--- src/shared/rcr_pkg.sv ---
/*
 * Constants, register map and carrier types for the regulator control register bank.
 * Assumes a plain single-cycle register port with 8-bit addresses and 8-bit data.
 */
// How it works
// - Select pin low: apply primary code
// - Select pin high: apply secondary code
// - Control bit 7 turns channel on
// - Buck two bit 6 selects antiphase
// - Mode bit forces fixed PWM
// - Three-bit turn-on delay code per channel
// - Unmask bit gates fault interrupts
// - Bit 0 reads power-good flag
// - Linear voltage code six bits, top reserved
// - Discharge bit pulls output down when off
// - Low-quiescent bit selects low-power mode
package rcr_pkg;
    // ==========================================================
    // Register offsets
    localparam logic [7:0] OFF_BUCK_TWO_PRI = 8'h30;
    localparam logic [7:0] OFF_BUCK_TWO_SEC = 8'h31;
    localparam logic [7:0] OFF_BUCK_TWO_CTL = 8'h32;
    localparam logic [7:0] OFF_BUCK_THREE_PRI = 8'h40;
    localparam logic [7:0] OFF_BUCK_THREE_SEC = 8'h41;
    localparam logic [7:0] OFF_BUCK_THREE_CTL = 8'h42;
    localparam logic [7:0] OFF_LIN_FOUR_VOLT = 8'h50;
    localparam logic [7:0] OFF_LIN_FOUR_CTL = 8'h51;
    localparam logic [7:0] OFF_LIN_FIVE_VOLT = 8'h54;
    localparam logic [7:0] OFF_LIN_FIVE_CTL = 8'h55;
    localparam logic [7:0] OFF_LIN_SIX_VOLT = 8'h60;
    localparam logic [7:0] OFF_LIN_SIX_CTL = 8'h61;
    localparam logic [7:0] OFF_FAULT_STATUS = 8'h80;
    localparam logic [7:0] OFF_FAULT_MASK = 8'h81;

    // ==========================================================
    // Field positions
    localparam int BIT_ENABLE = 7;
    localparam int BIT_PHASE = 6;
    localparam int BIT_DISCHARGE = 6;
    localparam int BIT_MODE = 5;
    localparam int BIT_LOW_IQ = 5;
    localparam int BIT_DELAY_LO = 2;
    localparam int BIT_UNMASK = 1;
    localparam int BIT_POWER_GOOD = 0;
    localparam int NUM_CHANNELS = 5;

    // ==========================================================
    // Reset values
    localparam logic [5:0] RST_VOLT_CODE = 6'h00;
    localparam logic [7:0] RST_CTL = 8'h00;
    localparam logic [4:0] RST_FAULT = 5'h00;
    localparam logic [7:0] RST_READ = 8'h00;

    // ==========================================================
    // Carrier types
    typedef struct packed {
        logic enable;
        logic altBit;
        logic modeBit;
        logic [2:0] delayCode;
        logic unmask;
    } rcr_ctl_t;

    typedef struct packed {
        logic [7:0] addr;
        logic [7:0] wdata;
        logic wr;
        logic rd;
    } rcr_bus_t;

    typedef enum logic [1:0] {
        SEL_PRIMARY,
        SEL_SECONDARY
    } rcr_sel_t;
endpackage

--- src/rtl/rcr_regulator_control_registers.sv ---
/*
 * Register bank for buck two, buck three and linear four to six.
 * Assumes power-good and fault levels synchronous to ref_clk; select pin asynchronous.
 */
// The plain strobed port was left to the implementer.
`timescale 1ns/1ps
module rcr_regulator_control_registers import rcr_pkg::*; (
    // Clock and reset
    input wire logic ref_clk,
    input wire logic rst,
    // Register port
    input wire logic [7:0] regAddr,
    input wire logic [7:0] regWdata,
    input wire logic regWr,
    input wire logic regRd,
    output logic [7:0] regRdata,
    // Analog side
    input wire logic voltageChoicePin,
    input wire logic [4:0] powerGood,
    input wire logic [4:0] faultEvent,
    // Channel controls, channelOn and turnOnDelay index 0 buck two .. 4 linear six
    output logic [5:0] buckTwoCode,
    output logic [5:0] buckThreeCode,
    output logic [5:0] linearFourCode,
    output logic [5:0] linearFiveCode,
    output logic [5:0] linearSixCode,
    output logic [4:0] channelOn,
    output logic buckTwoAntiphase,
    output logic [1:0] buckForcePwm,
    output logic [2:0] linearLowQuiescent,
    output logic [2:0] linearDischarge,
    output logic [14:0] turnOnDelay,
    output logic faultIrq
);
    // ==========================================================
    // Storage
    rcr_bus_t bus;
    logic [5:0] priCode_q [2];
    logic [5:0] secCode_q [2];
    logic [5:0] linCode_q [3];
    rcr_ctl_t ctl_q [NUM_CHANNELS];
    logic [4:0] faultStat_q;
    logic [4:0] faultMask_q;
    logic selMeta_q;
    logic selSync_q;
    logic [4:0] unmaskVec;
    logic [7:0] readData;
    logic [4:0] statW1c;

    assign bus = '{addr: regAddr, wdata: regWdata, wr: regWr, rd: regRd};

    function automatic logic [7:0] ctlByte(input rcr_ctl_t c, input logic pg);
        ctlByte = {c.enable, c.altBit, c.modeBit, c.delayCode, c.unmask, pg};
    endfunction

    function automatic rcr_ctl_t ctlFromByte(input logic [7:0] b, input logic keepAlt);
        ctlFromByte.enable = b[BIT_ENABLE];
        ctlFromByte.altBit = keepAlt ? b[BIT_PHASE] : 1'b0;
        ctlFromByte.modeBit = b[BIT_MODE];
        ctlFromByte.delayCode = b[BIT_DELAY_LO +: 3];
        ctlFromByte.unmask = b[BIT_UNMASK];
    endfunction

    // ==========================================================
    // Select pin synchroniser
    always_ff @(posedge ref_clk) begin
        if (rst) begin
            selMeta_q <= 1'b0;
            selSync_q <= 1'b0;
        end else begin
            selMeta_q <= voltageChoicePin;
            selSync_q <= selMeta_q;
        end
    end

    // ==========================================================
    // Voltage code registers
    always_ff @(posedge ref_clk) begin
        if (rst) begin
            priCode_q <= '{RST_VOLT_CODE, RST_VOLT_CODE};
            secCode_q <= '{RST_VOLT_CODE, RST_VOLT_CODE};
            linCode_q <= '{RST_VOLT_CODE, RST_VOLT_CODE, RST_VOLT_CODE};
        end else if (bus.wr) begin
            case (bus.addr)
                OFF_BUCK_TWO_PRI: priCode_q[0] <= bus.wdata[5:0];
                OFF_BUCK_TWO_SEC: secCode_q[0] <= bus.wdata[5:0];
                OFF_BUCK_THREE_PRI: priCode_q[1] <= bus.wdata[5:0];
                OFF_BUCK_THREE_SEC: secCode_q[1] <= bus.wdata[5:0];
                OFF_LIN_FOUR_VOLT: linCode_q[0] <= bus.wdata[5:0];
                OFF_LIN_FIVE_VOLT: linCode_q[1] <= bus.wdata[5:0];
                OFF_LIN_SIX_VOLT: linCode_q[2] <= bus.wdata[5:0];
                default: begin
                end
            endcase
        end
    end

    // ==========================================================
    // Control registers
    always_ff @(posedge ref_clk) begin
        if (rst) begin
            for (int i = 0; i < NUM_CHANNELS; i++) begin
                ctl_q[i] <= rcr_ctl_t'(RST_CTL[7:1]);
            end
        end else if (bus.wr) begin
            case (bus.addr)
                OFF_BUCK_TWO_CTL: ctl_q[0] <= ctlFromByte(bus.wdata, 1'b1);
                // Bit 6 reserved on buck three, held at zero
                OFF_BUCK_THREE_CTL: ctl_q[1] <= ctlFromByte(bus.wdata, 1'b0);
                OFF_LIN_FOUR_CTL: ctl_q[2] <= ctlFromByte(bus.wdata, 1'b1);
                OFF_LIN_FIVE_CTL: ctl_q[3] <= ctlFromByte(bus.wdata, 1'b1);
                OFF_LIN_SIX_CTL: ctl_q[4] <= ctlFromByte(bus.wdata, 1'b1);
                default: begin
                end
            endcase
        end
    end

    // ==========================================================
    // Fault interrupt status and mask
    always_comb begin
        for (int i = 0; i < NUM_CHANNELS; i++) begin
            unmaskVec[i] = ctl_q[i].unmask;
        end
        statW1c = (bus.wr && bus.addr == OFF_FAULT_STATUS) ? bus.wdata[4:0] : 5'h00;
    end

    // Set wins over a same-cycle clear so no unmasked fault is lost
    always_ff @(posedge ref_clk) begin
        if (rst) begin
            faultStat_q <= RST_FAULT;
        end else begin
            faultStat_q <= (faultStat_q & ~statW1c) | (faultEvent & unmaskVec);
        end
    end

    always_ff @(posedge ref_clk) begin
        if (rst) begin
            faultMask_q <= RST_FAULT;
        end else if (bus.wr && bus.addr == OFF_FAULT_MASK) begin
            faultMask_q <= bus.wdata[4:0];
        end
    end

    always_ff @(posedge ref_clk) begin
        if (rst) begin
            faultIrq <= 1'b0;
        end else begin
            faultIrq <= |(faultStat_q & faultMask_q & unmaskVec);
        end
    end

    // ==========================================================
    // Read path
    always_comb begin
        readData = RST_READ;
        case (bus.addr)
            OFF_BUCK_TWO_PRI: readData = {2'b00, priCode_q[0]};
            OFF_BUCK_TWO_SEC: readData = {2'b00, secCode_q[0]};
            OFF_BUCK_TWO_CTL: readData = ctlByte(ctl_q[0], powerGood[0]);
            OFF_BUCK_THREE_PRI: readData = {2'b00, priCode_q[1]};
            OFF_BUCK_THREE_SEC: readData = {2'b00, secCode_q[1]};
            OFF_BUCK_THREE_CTL: readData = ctlByte(ctl_q[1], powerGood[1]);
            OFF_LIN_FOUR_VOLT: readData = {2'b00, linCode_q[0]};
            OFF_LIN_FOUR_CTL: readData = ctlByte(ctl_q[2], powerGood[2]);
            OFF_LIN_FIVE_VOLT: readData = {2'b00, linCode_q[1]};
            OFF_LIN_FIVE_CTL: readData = ctlByte(ctl_q[3], powerGood[3]);
            OFF_LIN_SIX_VOLT: readData = {2'b00, linCode_q[2]};
            OFF_LIN_SIX_CTL: readData = ctlByte(ctl_q[4], powerGood[4]);
            OFF_FAULT_STATUS: readData = {3'b000, faultStat_q};
            OFF_FAULT_MASK: readData = {3'b000, faultMask_q};
            default: readData = RST_READ;
        endcase
    end

    always_ff @(posedge ref_clk) begin
        if (rst) begin
            regRdata <= RST_READ;
        end else if (bus.rd) begin
            regRdata <= readData;
        end else begin
            regRdata <= RST_READ;
        end
    end

    // ==========================================================
    // Applied channel settings
    always_ff @(posedge ref_clk) begin
        if (rst) begin
            buckTwoCode <= RST_VOLT_CODE;
            buckThreeCode <= RST_VOLT_CODE;
        end else if (selSync_q) begin
            buckTwoCode <= secCode_q[0];
            buckThreeCode <= secCode_q[1];
        end else begin
            buckTwoCode <= priCode_q[0];
            buckThreeCode <= priCode_q[1];
        end
    end

    always_ff @(posedge ref_clk) begin
        if (rst) begin
            linearFourCode <= RST_VOLT_CODE;
            linearFiveCode <= RST_VOLT_CODE;
            linearSixCode <= RST_VOLT_CODE;
            channelOn <= 5'h00;
            buckTwoAntiphase <= 1'b0;
            buckForcePwm <= 2'b00;
            linearLowQuiescent <= 3'b000;
            linearDischarge <= 3'b000;
            turnOnDelay <= 15'h0000;
        end else begin
            linearFourCode <= linCode_q[0];
            linearFiveCode <= linCode_q[1];
            linearSixCode <= linCode_q[2];
            for (int i = 0; i < NUM_CHANNELS; i++) begin
                channelOn[i] <= ctl_q[i].enable;
                turnOnDelay[3*i +: 3] <= ctl_q[i].delayCode;
            end
            buckTwoAntiphase <= ctl_q[0].altBit;
            buckForcePwm <= {ctl_q[1].modeBit, ctl_q[0].modeBit};
            for (int j = 0; j < 3; j++) begin
                linearLowQuiescent[j] <= ctl_q[j+2].modeBit;
                // Pull-down only while off, never fighting a live output
                linearDischarge[j] <= ctl_q[j+2].altBit & ~ctl_q[j+2].enable;
            end
        end
    end
endmodule // rcr_regulator_control_registers

--- config.mk ---
export PLATFORM = sky130hd
export DESIGN_NAME = rcr_regulator_control_registers
export DESIGN_NICKNAME = d
export VERILOG_FILES = /design/src/shared/rcr_pkg.sv /design/src/rtl/rcr_regulator_control_registers.sv
export SDC_FILE = /design/constraint.sdc
export NUM_CORES = 1
export LEC_CHECK = 0
export BUFFER_PORTS_ARGS = -buffer_cell sky130_fd_sc_hd__buf_2
export CORE_AREA = 2 2 113 115
export DETAILED_ROUTE_END_ITERATION = 16
export DIE_AREA = 0 0 115 117
export GPL_TIMING_DRIVEN = 0
export MAX_ROUTING_LAYER = met4
export PLACE_DENSITY = 0.71
export SLEW_MARGIN = 30
export SYNTH_ARGS = -nofsm -noshare
export SYNTH_HDL_FRONTEND = slang
export SYNTH_SLANG_ARGS = --single-unit
--- constraint.sdc ---
create_clock -name ref_clk -period 5.15 [get_ports ref_clk]
set_input_delay 0.7725 -clock ref_clk [delete_from_list [all_inputs] [get_ports ref_clk]]
set_output_delay 0.7725 -clock ref_clk [all_outputs]
set_load 0.005 [all_outputs]
**Word-level counts from Yosys, hierarchy flattened**

Memories as Yosys holds them, arrays and structs flattened.
Index checks and enable logic that the tools add are counted.

- Flip-flop bits (word level): 122
- Memory bits (writable): 35
- Output and inout bits: 68
- Word-level logic and storage cells: 99
- Memories kept: 1

Memories:

| name | words | bits a word | read ports | clocked after memory_dff | write ports | RTL line | source |
|---|---|---|---|---|---|---|---|
| ctl_q | 5 | 7 | 5 | 0 | 5 | rcr_regulator_control_registers.sv:41 | `rcr_ctl_t ctl_q [NUM_CHANNELS];` |

- Eq/ne operators: 14
- Muxes and demuxes: 31
- Bitwise operators: 18
- Reductions and logical operators: 11

Operators by type and width:

| kind | number |
|---|---|
| one-hot mux 8 bit (14 select lines) | 1 |
| equality test 8 x 7 -> 1 bit (second input constant) | 9 |
| 2-to-1 mux 7 bit | 5 |
| equality test 8 x 6 -> 1 bit (second input constant) | 3 |
| 2-to-1 mux 1 bit | 22 |
| AND 5 bit | 4 |
| equality test 8 bit (second input constant) | 2 |
| AND reduction 2 bit | 7 |
| 2-to-1 mux 6 bit | 2 |
| 2-to-1 mux 5 bit | 1 |
| NOT 5 bit | 1 |
| OR 1 bit | 5 |
| OR 5 bit | 1 |
| OR reduction 5 bit | 1 |
| NOT 1 bit | 4 |
| AND 1 bit | 3 |
| logical AND 1 bit | 2 |
| OR reduction 2 bit | 1 |

**Longest topological paths before layout**

- Word-level depth: 6
- Depth in mapped cells: 9
- Depth with buffers taken out: 5

**Worst setup path after synthesis**

No wires, ideal clock.

- Path type: input -> register
- Start point: in regAddr[2]
- End point: mem ctl_q[0][14] (netlist name) (enable)
- Library setup time: 0.321 ns
- Data arrival time: 2.265 ns
- Data required time: 4.829 ns
- Setup slack: 2.564 ns
- Stages: 6
- Path buffers: 3
- Cells stage by stage: buf_2 -> or4b_2 -> buf_2 -> nor2_2 -> buf_2 -> a21o_1

RTL lines:

| item | RTL line | source |
|---|---|---|
| start: declaration | rcr_regulator_control_registers.sv:12 | `input wire logic [7:0] regAddr,` |
| end: declaration | rcr_regulator_control_registers.sv:41 |  |

==> out/metrics.yaml <==
floorplanning:
  die_h_um: 117
  initial_core_util_pct: 48.7
  num_rows: 41
  io_pins: 99
  die_x_um: 115
  die_area_um2: 13500
  coreArea_um2: 12300
yosys:
  syn_area_um2: 6000
  synthArstFlopShare_pct: 0
  ys_seq_area_share_pct: 57.7
  syn_nets: 608
  syn_avg_cell_area_um2: 10.4
  synth_edf_count: 34
  yosys-top-cells-area: "dfxtp_1 41%, edfxtp_1 17%, mux2i_1 7.0%"
  synth_seq_cells: 156
  yosysWarnings: 0
  synth.most_common_cell: "dfxtp_1"
  ys.flop_type: "dfxtp_1"
  synthCells: 577
  yosys.area.top_type: "dfxtp_1"
  ys_types: 50
  synth_top_area_share_pct: 40.7
  synth_common_cells: "122 x dfxtp_1, 50 x nor2b_1, 48 x nand2_1"
sta:
  rsz0062_at_grt: "false"
  hold_viol_final: 0
  fmax_ghz: 0.368
  slew_headroom_pct: 39.6
  setup_violations: 0
  min_period_ns: 2.71
  finalSetupTns_ns: 0
  period_share_pct: 52.7
  finalMaxSlewViolations: 0
  worst_pin_slew_ns: 0.905
  fin_skew_ns: 0.0102
cts:
  hold_buffers: 0
  clkTransAtPathRegs_ns: 0.06
  cts_buffers: 17
  htree_levels: 4
  cts_buffer_depth: 2
  cts_tree: "done"
  cts_setup_buffers: 0
  insertion_delay_ns: 0.44
  cts.sinks: 156
  cts_root_buffer: "clkbuf_16"
  cts_resized: 0
global_routing:
  grt_max_degree: 17
  grt_pass1_wl_um: 26200
  track_usage_pct: 28.2
  antenna_found_initial: 1
  grt_pass1_vias: 4648
  grt_overflow: 0
min_path:
  hold_path.class: "reg2reg"
  whs_endpoint: "selSync_q"
  hold_depth: 1
  min_from: "selMeta_q"
detailed_routing:
  drt-initial-drc-count: 451
  top_layer: "met4"
  routed_wl_um: 18100
  met2_length_um: 8400
  drc: 0
  wirelength_met1_um: 7670
  vias: 4917
  drtPass1Iterations: 5
  met3_length_um: 1470
  wl_per_cell_um: 21.2
  antenna_left: 0
  vias_per_cell: 5.78
place:
  gp_congestion: 0.947
  portBuffers: 91
  hpwl_um: 12900
critical_path:
  crit_fanout: 10
  cp.arrival_ns: 2.80
  cp-end-kind: "flop"
  cp-start-kind: "primary input"
  r2r-start: "selSync_q"
  crit_type: "in2reg"
  worst_r2r_path_depth: 3
  cp.required_ns: 5.24
  r2r-end: "buckTwoCode[5]"
  r2r_slack_ns: 3.66
status:
  status: "completed"
power_and_ir_drop:
  ir_drop_mv: 0.219
  power_density_nw_per_um2: 375
  fin_total_pwr_mw: 2.72
  p_leak_nw: 2.85
cells_and_area:
  drive_gt1_share_pct: 21.3
  syn2layout_area_growth_pct: 20.9
  final_nets: 718
flow_run:
  drv_cap: 0
==> critical path, cell delays in order <==
cell	delay [ns]
buf_2	0.12
buf_2	0.19
or4b_2	0.61
buf_2	0.24
nor2_2	0.17
buf_2	0.27
a21o_1	0.42
==> power by group <==
| part | total, mW | switching (mW) | internal, mW |
|---|---|---|---|
| sequential | 1.30 | 0.0178 | 1.28 |
| combinational | 0.143 | 0.0961 | 0.0470 |
| clock | 1.28 | 0.510 | 0.773 |
==> final cells by class <==
type                    count  area [um^2]
diodes                      1         2.50
plain buffers              44          198
clock buffers              18          439
clock inverters            14          169
fillers                  1057         5060
inverters                   5         18.8
multi-input cells         372         2320
flip-flops and latches    156         3460
well taps                 150          188
repair buffers             91          455
==> flip-flops by register name, indices dropped and copies added (netlist names), 8 cells and up <==
| signal | count |
|---|---|
| ctl_q | 34 |
| linCode_q | 18 |
| priCode_q | 12 |
| regRdata | 8 |
| secCode_q | 12 |
| turnOnDelay | 15 |
==> stage by stage <==
step / cell area, um^2 / cells / setup WS [ns] / hold WS (ns) / utilization [%]
CTS: 7250 / 850 / 2.49 / 0.440 / 58.9
finish: 7250 / 851 / 2.44 / 0.438 / 58.9
global placement: 6640 / 818 / 2.04 / 0.428 / 54.0
detailed placement: 6640 / 818 / 2.04 / 0.425 / 54.0
floorplan: 6000 / 577 / 2.56 / 0.414 / -
global route: 7250 / 851 / 2.40 / 0.465 / 58.9
==> cell usage in the layout, fill, tap and decap left out, drive strengths merged, types with 2 or more instances in the layout <==
cell / Yosys / final
mux2i: 42 / 42
or4b: 2 / 2
nor3b: 3 / 3
nor4: 2 / 2
a22o: 11 / 11
a221oi: 5 / 5
a21o: 5 / 5
o221ai: 3 / 3
nand2: 48 / 48
nand3: 44 / 44
bufinv: 0 / 3
o31a: 6 / 6
a32oi: 2 / 2
nor2b: 50 / 50
clkbuf: 30 / 48
clkinv: 0 / 6
dfxtp: 122 / 122
inv: 5 / 6
a21boi: 2 / 2
clkinvlp: 0 / 4
nand3b: 2 / 2
o22ai: 2 / 2
nor2: 48 / 48
and2: 8 / 8
a31oi: 3 / 3
o21ai: 2 / 2
a31o: 2 / 2
buf: 14 / 105
a22oi: 17 / 17
nor3: 13 / 13
a21oi: 39 / 39
edfxtp: 34 / 34
==> per-layer routing <==
| layer | vias to the layer above | global-route usage [%] |
|---|---|---|
| li1 | 2263 | - |
| met1 | 2355 | 36.4 |
| met2 | 258 | 42.8 |
| met3 | 41 | 5.36 |
| met4 | 0 | 14.1 |
| met5 | - | - |
==> how the worst max path moves through the flow <==
stage / startpoint / to / cells after the start
finish: regAddr[2] / ctl_q[0][17] / 7
global route: regAddr[2] / ctl_q[0][17] / 7
CTS: regAddr[2] / ctl_q[0][17] / 7
detailed placement: regAddr[2] / ctl_q[0][20] / 7
global placement: regAddr[2] / ctl_q[0][19] / 7
floorplan: regAddr[2] / ctl_q[0][14] / 6
==> logic make-up after synthesis <==
| kind of cell | Yosys count | share of synthesized area (%) |
|---|---|---|
| AOI/OAI and AO/OA | 104 | 12.5 |
| buffers and inverters | 49 | 3.61 |
| and+or+nand+nor | 226 | 19.2 |
| muxes | 42 | 7.01 |
| DFF | 156 | 57.7 |
No activity file was read; power rests on OpenSTA's default activity.
